`src/psa_pkg.sv`:
```
`default_nettype none
package psa_pkg;
  // ***************************************************************
  // register map, byte addresses on the apb port
  // ***************************************************************
  localparam logic [7:0] OFF_CTRL  = 8'h00;
  localparam logic [7:0] OFF_STAT  = 8'h04;
  localparam logic [7:0] OFF_ERR   = 8'h08;
  localparam logic [7:0] OFF_IST   = 8'h0c;
  localparam logic [7:0] OFF_IMASK = 8'h10;
  localparam logic [7:0] OFF_ABS   = 8'h14;
  localparam logic [7:0] OFF_FUNC  = 8'h18;
  // ***************************************************************
  // field positions and reset values
  // ***************************************************************
  localparam int CTRL_P1_LSB  = 8;   // auto-start program number
  localparam int CTRL_POS_BIT = 16;  // positioner mode
  localparam int CTRL_SWR_BIT = 31;  // software restart, self clearing
  localparam int ABS_GO_BIT   = 8;
  localparam int FUNC_IDX_LSB = 24;
  localparam logic [7:0] P7_RST   = 8'h01; // auto start on
  localparam logic [7:0] P7_AUTO  = 8'h01;
  localparam logic [2:0] SYNC_SETTLE = 3'h4; // edges until a pin has crossed the synchroniser
  localparam logic [4:0] FN_AUTO  = 5'h05; // auto-start program signal
  localparam logic [4:0] DED_PORTS = 5'h18;  // 30..45 and 251..258
  // ***************************************************************
  // display and error codes
  // ***************************************************************
  localparam logic [15:0] ERR_NONE = 16'h0000;
  localparam logic [15:0] ERR_BATT = 16'heca2;
  localparam logic [15:0] ERR_ENC  = 16'he914;
  localparam logic [15:0] ERR_ABSC = 16'h0c70;
  localparam logic [15:0] ERR_HOME = 16'h0c6f;
  localparam logic [15:0] SEG_RDY_PROG = 16'h0d01; // arbitrary pattern code
  localparam logic [15:0] SEG_RDY_POS  = 16'h0d02; // arbitrary pattern code
  // interrupt status bits
  localparam int IB_START = 0;
  localparam int IB_AUTO  = 1;
  localparam int IB_ERR   = 2;
  localparam int IB_ABS   = 3;
  localparam int IB_ABORT = 4;
  // absolute reset steps, one-hot, in mandatory order
  typedef enum logic [4:0] {
    AB_RD1  = 5'b00001,
    AB_ERST = 5'b00010,
    AB_SON  = 5'b00100,
    AB_HOME = 5'b01000,
    AB_RD2  = 5'b10000
  } psa_abs_t;
endpackage
`default_nettype wire

```
`src/psa_mem_if.sv`:
```
`default_nettype none
interface psa_mem_if;
  logic       wr;
  logic [4:0] waddr;
  logic [4:0] wdata;
  logic [4:0] raddr;
  logic [4:0] rdata;
  modport ctl (output wr, waddr, wdata, raddr, input rdata);
  modport mem (input wr, waddr, wdata, raddr, output rdata);
endinterface
`default_nettype wire

```
`src/psa_sync.sv`:
```
`default_nettype none
module psa_sync #(
  parameter int W = 1
) (
  input  wire logic         clk,
  input  wire logic         rst,
  input  wire logic [W-1:0] d,
  output var  logic [W-1:0] q
);
  logic [W-1:0] s1_q, s2_q, s3_q;
  // ***************************************************************
  // three stages; a change counts once stages two and three agree
  // ***************************************************************
  always_ff @(posedge clk or posedge rst) begin
    if (rst) begin
      s1_q <= '0;
      s2_q <= '0;
      s3_q <= '0;
      q    <= '0;
    end else begin
      s1_q <= d;
      s2_q <= s1_q;
      s3_q <= s2_q;
      q    <= (s2_q & s3_q) | (~(s2_q ^ s3_q) & s3_q) | ((s2_q ^ s3_q) & q);
    end
  end
endmodule // psa_sync
`default_nettype wire

```
`src/psa_fmem.sv`:
```
`default_nettype none
module psa_fmem #(
  parameter int DEPTH = 24
) (
  input wire logic clk,
  psa_mem_if.mem   m
);
  logic [4:0] mem_q [DEPTH];
  // ***************************************************************
  // per-port function values; read data registered, no reset on purpose
  // ***************************************************************
  always_ff @(posedge clk) begin
    if (m.wr) begin
      mem_q[m.waddr] <= m.wdata;
    end
    m.rdata <= mem_q[m.raddr];
  end
endmodule // psa_fmem
`default_nettype wire

```
`src/psa_top.sv`:
```
// Functional notes
// - ready output and green lamp go on when program starts can be accepted.
// - start on input 0 runs the program selected by the bcd number.
// - emergency stop or controller error removes servo power and drops ready.
// - auto-start setting 1 in auto mode starts stored program after any reset.
// - port with function 5 starts auto program on rise, aborts on fall.
// - functions assignable only to ports 30-45 and 251-258, per-port value.
// - battery fault or cable loss raises encoder error code eca2 or e914.
// - absolute reset order: data reset 1, error reset, servo on, home, reset 2.
// - running after absolute reset without restart reports c70 or c6f; only the start input is checked, a function 5 port still starts.
// - after clean restart display shows ready, distinct for program/positioner.
//
// Local design decisions: the address map and the APB slave port.
`default_nettype none
module psa_top
  import psa_pkg::*;
#(
  parameter int NDED = 24
) (
  input  wire logic        clk,
  input  wire logic        rst,
  input  wire logic        psel,
  input  wire logic        penable,
  input  wire logic        pwrite,
  input  wire logic [7:0]  paddr,
  input  wire logic [31:0] pwdata,
  output var  logic [31:0] prdata,
  output var  logic        pready,
  output var  logic        pslverr,
  input  wire logic        start_in,
  input  wire logic [6:0]  prog_bcd,
  input  wire logic [23:0] ded_in,
  input  wire logic        estop_in,
  input  wire logic        batt_low_in,
  input  wire logic        enc_disc_in,
  input  wire logic        mode_auto_in,
  input  wire logic        ctrl_err_in,
  input  wire logic        prog_end,
  input  wire logic        abs_done,
  output var  logic        ready_out,
  output var  logic        ready_lamp,
  output var  logic        servo_pwr,
  output var  logic        run_go,
  output var  logic        run_abort,
  output var  logic [6:0]  run_prog,
  output var  logic [4:0]  abs_step,
  output var  logic [2:0]  abs_axis,
  output var  logic [15:0] seg_code,
  output var  logic        irq
);
  typedef struct packed {
    logic        ready;
    logic        servo;
    logic        running;
    logic        by_port;
    logic        go;
    logic        abort;
    logic [6:0]  prog;
    logic        boot;
    logic [2:0]  settle;
    logic [7:0]  p7;
    logic [6:0]  p1;
    logic        pos_mode;
    logic [15:0] err;
    logic [4:0]  ist;
    logic [4:0]  imask;
    logic        irq;
    psa_abs_t    abs;
    logic        abs_wait;
    logic        abs_pend;
    logic [2:0]  axis;
    logic [4:0]  step;
    logic        start_prev;
    logic [23:0] ded_prev;
    logic [4:0]  scan;
    logic [4:0]  scan_dq;
    logic [31:0] prdata;
    logic        pready;
    logic        pslverr;
    logic [15:0] seg;
  } psa_st_t;

  psa_st_t   st_q, st_d;
  psa_mem_if mif ();
  logic [35:0] pin_s;
  logic        start_s, estop_s, batt_s, enc_s, auto_s;
  logic [6:0]  bcd_s;
  logic [23:0] ded_s;
  logic        apb_acc, wr_acc, ready_ok, start_rise, ded_now, ded_old, auto_hit;
  logic [6:0]  bcd_bin;

  // ***************************************************************
  // pin synchronisers and function table
  // ***************************************************************
  psa_sync #(.W(36)) u_sync (
    .clk (clk),
    .rst (rst),
    .d   ({start_in, prog_bcd, ded_in, estop_in, batt_low_in, enc_disc_in, mode_auto_in}),
    .q   (pin_s)
  );
  assign {start_s, bcd_s, ded_s, estop_s, batt_s, enc_s, auto_s} = pin_s;

  psa_fmem #(.DEPTH(NDED)) u_fmem (
    .clk (clk),
    .m   (mif.mem)
  );

  // table write on an accepted func access, scan read runs freely
  assign mif.wr    = wr_acc && (paddr == OFF_FUNC);
  assign mif.waddr = pwdata[FUNC_IDX_LSB +: 5];
  assign mif.wdata = pwdata[4:0];
  assign mif.raddr = st_q.scan;

  // ***************************************************************
  // helper terms
  // ***************************************************************
  assign apb_acc    = psel && penable && st_q.pready;
  assign wr_acc     = apb_acc && pwrite && !st_q.pslverr;
  assign bcd_bin    = ({4'h0, bcd_s[6:4]} * 7'd10) + {3'h0, bcd_s[3:0]};
  assign start_rise = start_s && !st_q.start_prev;
  // any fault keeps the block from taking starts
  assign ready_ok   = !estop_s && !ctrl_err_in && (st_q.err == ERR_NONE) && !st_q.abs_wait
                      && (st_q.settle == SYNC_SETTLE);
  assign ded_now    = ded_s[st_q.scan_dq];
  assign ded_old    = st_q.ded_prev[st_q.scan_dq];
  assign auto_hit   = (mif.rdata == FN_AUTO);

  // ***************************************************************
  // next state
  // ***************************************************************
  always_comb begin
    st_d            = st_q;
    st_d.go         = 1'b0;
    st_d.abort      = 1'b0;
    st_d.step       = 5'h00;
    st_d.pready     = 1'b0;
    st_d.start_prev = start_s;
    st_d.ready      = ready_ok;
    // scan walks the table; data arrive a cycle after the address
    st_d.scan       = (st_q.scan == DED_PORTS - 5'h01) ? 5'h00 : st_q.scan + 5'h01;
    st_d.scan_dq    = st_q.scan;
    st_d.settle     = (st_q.settle == SYNC_SETTLE) ? st_q.settle : st_q.settle + 3'h1;
    st_d.ded_prev[st_q.scan_dq] = ded_now;

    // fault removes servo and stops any program
    if (estop_s || ctrl_err_in) begin
      st_d.servo = 1'b0;
      if (st_q.running) begin
        st_d.running = 1'b0;
        st_d.abort   = 1'b0 | 1'b1;
        st_d.ist[IB_ABORT] = 1'b1;
      end
    end else if (st_q.running && prog_end) begin
      st_d.running = 1'b0;
    end

    // start request; number sampled only at this edge
    if (start_rise && st_q.ready && !st_q.running) begin
      if (st_q.abs_pend || st_q.abs != AB_RD1) begin
        st_d.err = st_q.abs_pend ? ERR_ABSC : ERR_HOME;
      end else if (bcd_s[3:0] <= 4'h9) begin
        st_d.prog    = bcd_bin;
        st_d.running = 1'b1;
        st_d.by_port = 1'b0;
        st_d.go      = 1'b1;
        st_d.ist[IB_START] = 1'b1;
      end
    end

    // port with auto-start function: rise starts, fall aborts
    if (auto_hit && ded_now && !ded_old && st_q.ready && !st_q.running) begin
      st_d.prog    = st_q.p1;
      st_d.running = 1'b1;
      st_d.by_port = 1'b1;
      st_d.go      = 1'b1;
      st_d.ist[IB_AUTO] = 1'b1;
    end else if (auto_hit && !ded_now && ded_old && st_q.running && st_q.by_port) begin
      st_d.running = 1'b0;
      st_d.abort   = 1'b1;
      st_d.ist[IB_ABORT] = 1'b1;
    end

    // after any reset, auto start once ready in auto mode
    if (st_q.boot && st_q.ready) begin
      st_d.boot = 1'b0;
      if (st_q.p7 == P7_AUTO && auto_s && !st_q.running) begin
        st_d.prog    = st_q.p1;
        st_d.running = 1'b1;
        st_d.by_port = 1'b0;
        st_d.go      = 1'b1;
        st_d.ist[IB_AUTO] = 1'b1;
      end
    end

    // absolute reset step finished, move to the next in fixed order
    if (st_q.abs_wait && abs_done) begin
      st_d.abs_wait    = 1'b0;
      st_d.ist[IB_ABS] = 1'b1;
      unique case (st_q.abs)
        AB_RD1:  st_d.abs = AB_ERST;
        AB_ERST: st_d.abs = AB_SON;
        AB_SON:  st_d.abs = AB_HOME;
        AB_HOME: st_d.abs = AB_RD2;
        AB_RD2: begin
          // servo stays on through reset 2, the servo-off step is skipped
          st_d.abs      = AB_RD1;
          st_d.abs_pend = 1'b1;
        end
      endcase
    end

    // ***************************************************************
    // apb setup phase: decode and register the answer
    // ***************************************************************
    if (psel && !penable) begin
      st_d.pready  = 1'b1;
      st_d.pslverr = 1'b0;
      st_d.prdata  = 32'h0000_0000;
      unique case (paddr)
        OFF_CTRL:  st_d.prdata = {15'h0000, st_q.pos_mode, 1'b0, st_q.p1, st_q.p7};
        OFF_STAT:  st_d.prdata = {14'h0000, st_q.abs, st_q.abs_pend, st_q.abs_wait,
                                  st_q.prog, st_q.by_port, st_q.running, st_q.servo, st_q.ready};
        OFF_ERR:   st_d.prdata = {16'h0000, st_q.err};
        OFF_IST:   st_d.prdata = {27'h0000000, st_q.ist};
        OFF_IMASK: st_d.prdata = {27'h0000000, st_q.imask};
        OFF_ABS:   st_d.prdata = {29'h00000000, st_q.axis};
        // only the dedicated port range takes a function value
        OFF_FUNC:  st_d.pslverr = pwrite && (pwdata[FUNC_IDX_LSB +: 5] >= DED_PORTS);
        default:   st_d.pslverr = 1'b1;
      endcase
    end

    // ***************************************************************
    // apb access phase: writes take effect here
    // ***************************************************************
    if (wr_acc) begin
      unique case (paddr)
        OFF_CTRL: begin
          st_d.p7       = pwdata[7:0];
          st_d.p1       = pwdata[CTRL_P1_LSB +: 7];
          st_d.pos_mode = pwdata[CTRL_POS_BIT];
          if (pwdata[CTRL_SWR_BIT]) begin
            // restart: stop, clear errors, rearm auto start
            st_d.boot     = 1'b1;
            st_d.running  = 1'b0;
            st_d.abort    = st_q.running;
            st_d.abs_pend = 1'b0;
            st_d.err      = ERR_NONE;
          end
        end
        OFF_ERR:   st_d.err   = ERR_NONE;
        OFF_IST:   st_d.ist   = st_d.ist & ~(pwdata[4:0] & ~(st_d.ist ^ st_q.ist)) | (st_d.ist & ~st_q.ist);
        OFF_IMASK: st_d.imask = pwdata[4:0];
        OFF_ABS: begin
          if (pwdata[ABS_GO_BIT] && !st_q.abs_wait) begin
            st_d.axis     = pwdata[2:0];
            st_d.step     = st_q.abs;
            st_d.abs_wait = 1'b1;
            if (st_q.abs == AB_ERST) begin
              st_d.err = ERR_NONE;
            end
            if (st_q.abs == AB_SON) begin
              st_d.servo = 1'b1;
            end
          end
        end
        default: ;
      endcase
    end

    // encoder faults win over any clear in the same cycle
    if (batt_s) begin
      st_d.err = ERR_BATT;
    end else if (enc_s) begin
      st_d.err = ERR_ENC;
    end
    if (st_d.err != ERR_NONE && st_q.err == ERR_NONE) begin
      st_d.ist[IB_ERR] = 1'b1;
    end
    // a servo-on step in the same cycle as a fault must not win
    if (estop_s || ctrl_err_in) begin
      st_d.servo = 1'b0;
    end

    // display: error code first, else ready pattern for the mode
    st_d.seg = (st_q.err != ERR_NONE) ? st_q.err :
               (st_q.pos_mode ? SEG_RDY_POS : SEG_RDY_PROG);
    st_d.irq = |(st_d.ist & st_q.imask);
  end

  // ***************************************************************
  // state register
  // ***************************************************************
  always_ff @(posedge clk or posedge rst) begin
    if (rst) begin
      st_q      <= '0;
      st_q.boot <= 1'b1;
      st_q.p7   <= P7_RST;
      st_q.abs  <= AB_RD1;
      st_q.seg  <= SEG_RDY_PROG;
    end else begin
      st_q <= st_d;
    end
  end

  // outputs straight from the state flops
  assign prdata     = st_q.prdata;
  assign pready     = st_q.pready;
  assign pslverr    = st_q.pslverr;
  assign ready_out  = st_q.ready;
  assign ready_lamp = st_q.ready;
  assign servo_pwr  = st_q.servo;
  assign run_go     = st_q.go;
  assign run_abort  = st_q.abort;
  assign run_prog   = st_q.prog;
  assign abs_step   = st_q.step;
  assign abs_axis   = st_q.axis;
  assign seg_code   = st_q.seg;
  assign irq        = st_q.irq;

  // ***************************************************************
  // checks
  // ***************************************************************
  ready_drop_a: assert property (@(posedge clk) disable iff (rst)
    (estop_s || ctrl_err_in) |=> !ready_out && !ready_lamp)
    else $error("ready not dropped on fault");
  servo_off_a: assert property (@(posedge clk) disable iff (rst)
    estop_s |=> !servo_pwr)
    else $error("servo still powered under emergency stop");
  start_num_a: assert property (@(posedge clk) disable iff (rst)
    run_go && !$past(st_q.boot) && !$past(auto_hit) |-> run_prog == $past(bcd_bin))
    else $error("started program differs from sampled number");
  num_hold_a: assert property (@(posedge clk) disable iff (rst)
    st_q.running && !run_go |=> $stable(run_prog) || run_go)
    else $error("program number changed while running");
  auto_boot_a: assert property (@(posedge clk) disable iff (rst)
    st_q.boot && st_q.ready && st_q.p7 == P7_AUTO && auto_s && !st_q.running
    |=> run_go && run_prog == $past(st_q.p1))
    else $error("auto start missing after reset");
  batt_err_a: assert property (@(posedge clk) disable iff (rst)
    batt_s |=> ##1 seg_code == ERR_BATT)
    else $error("battery error not shown");
  abs_order_a: assert property (@(posedge clk) disable iff (rst)
    abs_step != 5'h00 |-> abs_step == $past(st_q.abs) && $onehot(abs_step))
    else $error("absolute reset step out of order");
  abs_c70_a: assert property (@(posedge clk) disable iff (rst)
    st_q.abs_pend && start_rise && st_q.ready && !st_q.running && !batt_s && !enc_s
    && !wr_acc |=> st_q.err == ERR_ABSC && !run_go)
    else $error("start after absolute reset not reported");
  port_abort_a: assert property (@(posedge clk) disable iff (rst)
    auto_hit && !ded_now && ded_old && st_q.running && st_q.by_port |=> run_abort)
    else $error("auto-start port fall did not abort");
  seg_ready_a: assert property (@(posedge clk) disable iff (rst)
    st_q.err == ERR_NONE ##1 st_q.err == ERR_NONE
    |-> seg_code == (st_q.pos_mode ? SEG_RDY_POS : SEG_RDY_PROG) || $changed(st_q.pos_mode))
    else $error("ready pattern wrong for mode");
endmodule // psa_top
`default_nettype wire

```
`config.mk`:
```
export PLATFORM = sky130hd
export DESIGN_NAME = psa_top
export DESIGN_NICKNAME = d
export VERILOG_FILES = /design/src/psa_pkg.sv /design/src/psa_mem_if.sv /design/src/psa_sync.sv /design/src/psa_fmem.sv /design/src/psa_top.sv
export SDC_FILE = /design/constraint.sdc
export NUM_CORES = 1
export LEC_CHECK = 0
export ABC_AREA = 1
export BUFFER_PORTS_ARGS = -buffer_cell sky130_fd_sc_hd__buf_2
export CAP_MARGIN = 15
export CORE_ASPECT_RATIO = 2
export CORE_MARGIN = 3
export CORE_UTILIZATION = 40
export DETAILED_ROUTE_END_ITERATION = 8
export SETUP_SLACK_MARGIN = 0.2
export SLEW_MARGIN = 20
export SYNTH_ARGS = -nofsm -noshare
export SYNTH_HDL_FRONTEND = slang
export SYNTH_HIERARCHICAL = 1
export SYNTH_SLANG_ARGS = --single-unit
```
`constraint.sdc`:
```
create_clock -name clk -period 5.45 [get_ports clk]
set_input_delay 0.8175 -clock clk [delete_from_list [all_inputs] [get_ports clk]]
set_output_delay 0.8175 -clock clk [all_outputs]
set_load 0.005 [all_outputs]
```
==> impl_metrics.toml, run 1 <==
[clocking]
cts_tree = "done"
cts_resized = 0
cts-root-buf = "clkbuf_16"
cts.sinks = 415
cts_buffers = 38
cts-htree-levels = 2
cts_buffer_depth = 3
insertion_delay_ns = 0.55
postCtsSetupBuffers = 0
cts_hold_buf = 0
path_clk_slew_ns = 0.06

[floorplan]
start_util_pct = 40.7
io_pins = 155
rows = 107
die_area_um2 = 46300
core_area_um2 = 42800
die_x_um = 154
die_y_um = 301

[yosys]
netlist_top_cells_count = "459 x nand2_1, 283 x dfrtp_1, 222 x inv_1"
yosysSeqAreaShare_pct = 62.9
synth_top_area_share_pct = 40.6
synth_seq_cells = 415
synth_top_flop_cell = "dfrtp_1"
netlist_area_um2 = 17400
synthDistinctLibCells = 51
yosysMostFrequentCell = "nand2_1"
synth_largest_area_cell = "dfrtp_1"
syn-mean-instance-area_um2 = 9.95
synthTopCellsByArea = "dfrtp_1 41%, edfxtp_1 21%, nand2_1 9.9%, inv_1 4.8%, ha_1 3.4%"
async_flop_share_pct = 69.9
synth_cells = 1752
synth-edff-count = 120
yosysWarnings = 6

[timing]
hold_viol_final = 0
finClkSkew_ns = 0.0188
fin_crit_ns = 3.03
worstMarginPinSlew_ns = 0.986
timing.fmax_ghz = 0.330
maxSlewHeadroom_pct = 34.3
finalMaxSlewViolations = 0
finalSetupTns_ns = 0
rsz0062_at_grt = "no"
setup_viol_count_final = 0
period_share_pct = 55.7
finalWorstSetupSlack_ns = 2.42

[setup_path]
worstSetupPathType = "register to register"
required_ns = 5.89
cpMostUsedCell = "nand2_1"
critPathTopFamily = "simple AND/OR/NAND/NOR gates"
crit_fanout = 14
r2r_setup_slack_ns = 2.42
arrival_ns = 3.47
slowest_delay_ns = 0.72
cp-end-kind = "register"
critical_path.startpoint_type = "register"
crit_buf_inv = 3
crit_chain = "inv_2 > nand2_4 > inv_2 > nand2_1 > nand4_1 > nand2_1 > nand2_1 > inv_2 > nand3_2 > nand3_2 > nand3_1 > ha_1 > nand3_1 > nand2_1 > a21boi_1 > nor2_1 > nand2_1"
cp_slowest_cell = "dfrtp_1"

[final_layout]
final_core_util_pct = 45.3
final_nets = 1966
drive_gt1_share_pct = 12.7
syn2layout_area_growth_pct = 11.4
fillers = 4106

[route]
ant_nets = 0
remaining_drc_errors = 0
first_pass_iters = 6
drt_iter0_markers = 829
routedWlPerCell_um = 17.4
vias_per_cell = 4.94
drt_wl_total_um = 41900
via_count = 11900

[global_route]
grt_pass1_vias = 12200
antenna_found_initial = 0
grt_overflow_total = 0
grt_pass1_wl_um = 65000
grt_usage_pct = 17.9
grt_max_degree = 110

[placed_design]
gp_congestion = 0.898
dp_hpwl_um = 30000
dp_slack_ns = 2.33
port_buffers = 130

[power_and_ir_drop]
p_leak_nw = 9.26
vdd_drop_max_mv = 0.318
power_density_nw_per_um2 = 332

[job]
maxCapViolCount = 0

[status]
status = "complete, no violations"

[worst_hold_path]
hp-class = "register to register"
-- worst reg2reg max path, stage by stage, from the launching register on --
cell	delay, ns
dfrtp_1	0.72
inv_2	0.20
nand2_4	0.17
inv_2	0.09
nand2_1	0.07
nand4_1	0.08
nand2_1	0.07
nand2_1	0.11
inv_2	0.07
nand3_2	0.28
nand3_2	0.26
nand3_1	0.14
ha_1	0.30
nand3_1	0.07
nand2_1	0.11
a21boi_1	0.06
nor2_1	0.08
nand2_1	0.05
-- path summary, 6_finish.rpt --
check,startpoint,to,depth (start not counted)
hold reg to reg,u_sync/s1_q[19],u_sync/s2_q[19],0
hold / removal,u_sync/s1_q[19],u_sync/s2_q[19],0
setup / recovery,st_q[51],irq,17
min in group asynchronous,rst,u_sync/q[3],2
max in group asynchronous,rst,prdata[10],3
setup reg to reg,st_q[51],irq,17
-- sequential cells by signal, indices dropped and copies added (netlist names), 7 cells and up --
register,cells
run_prog,7
u_fmem/mem_q,120
u_sync/s3_q,36
seg_code,16
u_sync/s2_q,36
st_q,85
u_sync/q,36
u_sync/s1_q,36
prdata,18
-- layout make-up --
cell class	instances	area, um2	share of cell area, %
inverter	234	893	4.60
clock inverter	21	231	1.19
sequential	415	11000	56.5
clock buffer	49	1030	5.32
antenna	1	2.50	0.0129
timing repair buffer	139	718	3.70
multi-input combinational	1005	4870	25.1
tap	545	682	3.51
-- layout by cell type (no fill, tap or decap), types with 3 or more instances in the layout --
cell       instances
a221oi_1           7
a21oi_1           24
inv_2              8
nor2_2             5
nand2_1          459
clkbuf_16         38
conb_1            14
o221ai_1           5
o31ai_1            4
ha_1              48
nor3_1            13
nor2_1           146
o21ai_0           91
dfstp_2            7
dfrtp_1          282
nor4_1             4
nand2_2            5
inv_1            220
buf_2            130
buf_4              9
clkinv_1           5
o22ai_1            5
clkbuf_8           4
bufinv_16          4
o21ai_1           11
clkinv_2           9
nand4_1           14
o211ai_1          13
dfxtp_1            5
clkbuf_1           7
nand3_1          103
inv_6              7
a31oi_1            4
a211oi_1           3
xor2_1             3
edfxtp_1         120
nand3_2            4
-- where the power goes --
| part | total (W) | internal, W | switching (W) | leakage [nW] |
|---|---|---|---|---|
| sequential | 0.00339 | 0.00333 | 0.0000616 | 4.66 |
| clock | 0.00271 | 0.00155 | 0.00116 | 0.625 |
| combinational | 0.000339 | 0.000111 | 0.000228 | 3.97 |
-- metal layers --
metal | vias to the layer above | routed length (um) | global-route usage (%)
li1 | 5709 | - | -
met1 | 5701 | 15200 | 19.4
met2 | 372 | 22300 | 33.2
met3 | 113 | 2070 | 2.57
met4 | 0 | 2380 | 9.60
met5 | - | 0 | 0
-- kinds of logic after synthesis --
logic type,after synthesis,synth area share (%)
XOR/XNOR,5,0.251
other,1,0.0215
multiplexers,1,0.0574
flip-flops,415,62.9
AND/OR/NAND/NOR,758,17.9
adder cells (fa/ha/maj),49,3.56
AO/OA/AOI/OAI,178,5.92
buffers and inverters,345,9.36
-- through the flow --
stage / total power [W] / instances / hold WS (ns) / instance area, um2
3_3_place_gp: 0.00378 / 2338 / 0.332 / 18100
3_5_place_dp: 0.00379 / 2338 / 0.335 / 18100
5_1_grt: 0.00670 / 2408 / 0.353 / 19400
6_report: 0.00644 / 2409 / 0.344 / 19400
4_1_cts: 0.00653 / 2408 / 0.345 / 19400
2_1_floorplan: 0.00366 / 1765 / 0.331 / 17500
Power figures use the tool's default switching activity.
==> inputs of run 2 (changes only) <==
- clock period: 5.45 -> 2.5 ns (I/O delays scaled with it)
==> run 2 against run 1 <==
Combinational power up 150%. Via count up 3.4%. Final area up 5.9%. Global-route usage up 1.2 points. Critical path depth up 2. Power up 120%. Count of clock-buffer cells in the layout up 2. Register-to-register slack worse by 2.2 ns. Die area unchanged. Critical path type unchanged. Critical endpoint unchanged. Largest power group unchanged. Highest routed layer is now met5.
==> impl_metrics.toml, run 2 (synthesis gave the netlist of run 1 again) <==
[setup_path]
cpMostUsedCell = "nand2_1"
crit_chain = "buf_6 > nor2_4 > nand2_1 > nand3_2 > nand2_1 > nand2_1 > inv_2 > nand2_2 > nor2_4 > nand3_4 > nand2_2 > ha_1 > nand4_1 > nand2_1 > nand2_2 > nand2_1 > nand2_1 > nor2_1 > nand2_1"
arrival_ns = 2.71
cp_slowest_cell = "dfrtp_2"
worstSetupPathType = "register to register"
cp-end-kind = "register"
crit_fanout = 8
required_ns = 2.93
critical_path.startpoint_type = "register"
slowest_delay_ns = 0.45

[placed_design]
gp_congestion = 0.903
dp_hpwl_um = 32500
port_buffers = 130
placed_cells = 2414

[final_layout]
final_nets = 2085
n_antenna_cell = 0
fin_cells = 2525
syn2layout_area_growth_pct = 17.9
multiInputGateArea_um2 = 4960
largest_register_ffs = 120
drive_gt1_share_pct = 16.9
top_regs = "u_fmem/mem_q (120), st_q (85)"
final_cell_mix = "453 x nand2_1, 280 x dfrtp_1, 218 x inv_1"
fillers = 3987
regArea_um2 = 11000
mostFrequentLayoutCell = "nand2_1"
top_register = "u_fmem/mem_q"

[route]
vias_per_cell = 4.87
routedWlPerCell_um = 17.4
first_pass_iters = 7
drt_iter0_markers = 635
remaining_drc_errors = 0
drt_wl_total_um = 44000
ant_nets = 0
via_count = 12300

[timing]
timing.fmax_ghz = 0.439
rsz0062_at_grt = "yes"
finalSetupTns_ns = 0
setup_viol_count_final = 0
finClkSkew_ns = 0.0224
finalMaxSlewViolations = 0
fin_crit_ns = 2.28
hold_viol_final = 0
period_share_pct = 91.2
worstMarginPinSlew_ns = 0.761
maxSlewHeadroom_pct = 49.2

[clocking]
cts.sinks = 415
insertion_delay_ns = 0.54
cts_tree = "done"
cts-htree-levels = 2
path_clk_slew_ns = 0.07
cts_buffer_depth = 3
cts_buffers = 37
cts-root-buf = "clkbuf_16"

[floorplan]
die_y_um = 301
die_x_um = 154
rows = 107
die_area_um2 = 46300
core_area_um2 = 42800
io_pins = 155
start_util_pct = 40.7

[power_and_ir_drop]
power_density_nw_per_um2 = 686
p_leak_nw = 9.83
vdd_drop_max_mv = 0.662

[global_route]
antenna_found_initial = 1
grt_usage_pct = 19.0
grt_overflow_total = 0
grt_max_degree = 61
grt_pass1_vias = 13000
grt_pass1_wl_um = 69000

[worst_hold_path]
hp-class = "primary input to register"

[status]
status = "complete, no violations"

[job]
maxCapViolCount = 0
-- run 2: through the flow --
step                      cell area (um2)  hold WS, ns  setup WS, ns  utilization, %  total power, W
final                               20500       0.0453         0.220            48.0          0.0141
after global routing                20500       0.0521       0.00316            48.0          0.0146
after CTS                           20500       0.0212         0.201            47.8          0.0143
after detailed placement            18800        0.335        0.0564            43.8         0.00832
after global placement              18800        0.333        0.0958            43.8         0.00829
after floorplan                     17500        0.331         0.298               -         0.00798
-- run 2: layer usage --
layer | GRT usage (%) | vias to the layer above | part of all wire, %
met3 | 2.63 | 101 | 3.8
met2 | 36.2 | 327 | 55
met1 | 20.3 | 5933 | 36
li1 | - | 5938 | -
met5 | 0 | - | 0.030
met4 | 9.49 | 2 | 4.8
-- run 2: final timing paths --
path                       slack, ns              end       startpoint  depth (start not counted)
min in group asynchronous       0.55        st_q[143]              rst                          3
min                             0.05        st_q[132]       pwdata[12]                          3
min reg2reg                     0.35  u_sync/s2_q[34]  u_sync/s1_q[34]                          0
max reg2reg                     0.22              irq         st_q[50]                         19
max in group asynchronous       1.24     seg_code[11]              rst                          4
max                             0.22              irq         st_q[50]                         19
-- run 2: power by group --
part	internal [W]	switching, W	total (W)
Combinational	0.000316	0.000526	0.000842
Sequential	0.00725	0.000147	0.00740
Clock	0.00339	0.00246	0.00585
Total	0.0110	0.00314	0.0141
-- run 2: what timing repair did --
| action | CTS | global route |
|---|---|---|
| setup buffers | 4 | 3 |
| hold endpoints to repair | 56 | 0 |
| gates cloned | 0 | 0 |
| hold buffers | 37 | 0 |
| pin swaps | 7 | 11 |
| resized for setup | 16 | 18 |
| endpoints found under the setup margin | 1 | 5 |
-- run 2: area by class of cell --
cell class | count | share of cell area (%)
flip-flops and latches | 415 | 53.4
multi-input cells | 1005 | 24.2
repair buffers | 259 | 8.73
clock buffers | 51 | 4.96
inverters | 234 | 4.36
well taps | 545 | 3.32
clock inverters | 16 | 1.07
-- run 2: critical path, delay by kind of cell, from the launching register on --
family        cells  cell delay, ns
buf+inv           2            0.19
fa+ha+maj         1            0.27
flops             1            0.45
simple gates     16            1.26
==> inputs of run 3 (changes only) <==
- CELL_PAD_IN_SITES_DETAIL_PLACEMENT: default -> 1
- CELL_PAD_IN_SITES_GLOBAL_PLACEMENT: default -> 1
- PLACE_DENSITY_LB_ADDON: default -> 0.1
==> run 3 against run 2 <==
Final cell count increased by 1.5%. Clock power increased by 9.1%. Worst hold slack got worse by 0.0049 ns. Via count increased by 2.4%. Sequential cell count unchanged. Die area unchanged. Wire length increased by 13%. First-iteration DRC count decreased by 29%. Largest cell class unchanged. Highest routed layer is now met4.
==> impl_metrics.toml, run 3 (synthesis gave the netlist of run 1 again) <==
[final_layout]
top_regs = "u_fmem/mem_q (120), st_q (85)"
syn2layout_area_growth_pct = 21.7
mostFrequentLayoutCell = "nand2_1"
top_register = "u_fmem/mem_q"
largest_register_ffs = 120
final_cell_mix = "444 x nand2_1, 278 x dfrtp_1, 218 x inv_1"
n_antenna_cell = 0
drive_gt1_share_pct = 20.1
final_nets = 2122
final_core_util_pct = 49.5

[timing]
finalMaxSlewViolations = 0
fin_hold_ws_ns = 0.0405
worstMarginPinSlew_ns = 0.741
setup_viol_count_final = 0
hold_viol_final = 0
finalSetupTns_ns = 0
finalWorstSetupSlack_ns = 0.0776
rsz0062_at_grt = "yes"
period_share_pct = 96.9
maxSlewHeadroom_pct = 50.5
fin_crit_ns = 2.42
finClkSkew_ns = 0.0111
timing.fmax_ghz = 0.413

[setup_path]
required_ns = 2.93
cp_slowest_cell = "dfrtp_2"
cp-end-kind = "register"
rr_endpoint = "irq"
rr_startpoint = "st_q[50]"
cpMostUsedCell = "nand2_1"
slowest_delay_ns = 0.46
crit_chain = "buf_12 > buf_16 > nand2_1 > o21ai_2 > nand2_1 > nand2_1 > nand2_1 > nand2_2 > nor2_2 > nand2_2 > nand3_2 > nand2_4 > ha_4 > nand4_1 > nand2_1 > nand2_2 > nand2_1 > nand2_1 > nor2_2 > nand2_1"
arrival_ns = 2.85
crit_fanout = 5
r2r_setup_slack_ns = 0.08
critical_path.startpoint_type = "register"
crit_start = "st_q[50]"
crit_path_end = "irq"
worstSetupPathType = "register to register"
r2r_cells = 20

[global_route]
use_met3_pct = 2.47
grt_pass1_vias = 14100
use_met1_pct = 21.6
gr-usage-met2_pct = 43.4
busiest_layer = "met2"
grt_overflow_total = 0
grt_pass1_wl_um = 77400
grt_max_degree = 65
antenna_found_initial = 0
grt_usage_pct = 21.5

[clocking]
cts_buffers = 38
cts.sinks = 415
insertion_delay_ns = 0.54
cts-root-buf = "clkbuf_16"
cts_tree = "done"
path_clk_slew_ns = 0.07
cts-htree-levels = 2
cts_buffer_depth = 3

[power_and_ir_drop]
vdd_drop_max_mv = 0.545
power_density_nw_per_um2 = 694
p_leak_nw = 10.1

[floorplan]
start_util_pct = 40.7
core_area_um2 = 42800
die_y_um = 301
die_x_um = 154
io_pins = 155
rows = 107
die_area_um2 = 46300

[route]
vias_per_cell = 4.91
remaining_drc_errors = 0
drt_iter0_markers = 451
drt_wl_total_um = 49600
first_pass_iters = 4
ant_nets = 0
routedWlPerCell_um = 19.4
via_count = 12600

[placed_design]
port_buffers = 130
dp_hpwl_um = 36300
gp_congestion = 0.877
dp_slack_ns = -0.0294

[status]
status = "complete, no violations"

[job]
maxCapViolCount = 0

[worst_hold_path]
hp-class = "primary input to register"
## run 3: cell types whose count changed in the layout (fill, tap and decap cells not counted), sizes merged
cell,before,now
clkinv,9,8
clkbuf,51,57
clkinvlp,4,3
buf,222,257
## run 3: layout make-up
| cell class | count | area [um2] |
|---|---|---|
| fill | 4828 | 21600 |
| sequential | 415 | 11000 |
| multi-input combinational | 1005 | 5120 |
| clock buffer | 56 | 1170 |
| timing repair buffer | 295 | 2150 |
| tap | 545 | 682 |
| clock inverter | 14 | 204 |
| inverter | 234 | 903 |
## run 3: stage by stage
| stage | cells | total power, W | instance area, um2 |
|---|---|---|---|
| 6_report | 2564 | 0.0147 | 21200 |
| 5_1_grt | 2564 | 0.0153 | 21200 |
| 4_1_cts | 2555 | 0.0149 | 20900 |
| 3_5_place_dp | 2438 | 0.00840 | 19000 |
| 3_3_place_gp | 2438 | 0.00836 | 19000 |
| 2_1_floorplan | 1765 | 0.00798 | 17500 |
## run 3: worst max-delay path: cells and delay by family, from the launching register on
family                     cells  cell delay, ns
buffers and inverters          2            0.29
and+or+nand+nor               16            1.24
DFF                            1            0.46
adders and majority gates      1            0.26
AOI/OAI and AO/OA              1            0.05
## run 3: worst min-delay path by stage
stage / start / endpoint / slack [ns] / cells after the start
2_1_floorplan: u_sync/s1_q[0] / u_sync/s2_q[0] / 0.33 / 0
3_3_place_gp: u_sync/s1_q[24] / u_sync/s2_q[24] / 0.33 / 0
3_5_place_dp: u_sync/s1_q[33] / u_sync/s2_q[33] / 0.34 / 0
4_1_cts: pwdata[9] / st_q[129] / 0.01 / 3
5_1_grt: pwdata[12] / st_q[132] / 0.03 / 3
6_report: pwdata[12] / st_q[132] / 0.04 / 3
## run 3: report_power, final
group	internal (W)	leakage, nW	switching, W
Combinational	0.000360	4.80	0.000571
Clock	0.00379	0.679	0.00260
Sequential	0.00725	4.66	0.000153
Total	0.0114	10.1	0.00332
## run 3: layer usage
layer | up-vias | share of wire, %
met3 | 107 | 2.8
met1 | 6245 | 35
met4 | 0 | 4.8
li1 | 6008 | -
met2 | 236 | 58
met5 | - | 0
## run 3: timing repair
item,CTS,global route
hold buffers,37,0
gates cloned,1,1
endpoints found under the hold margin,80,0
resized for setup,28,57
buffers inserted,9,8
endpoints found under the setup margin,2,28
pin swaps,14,33
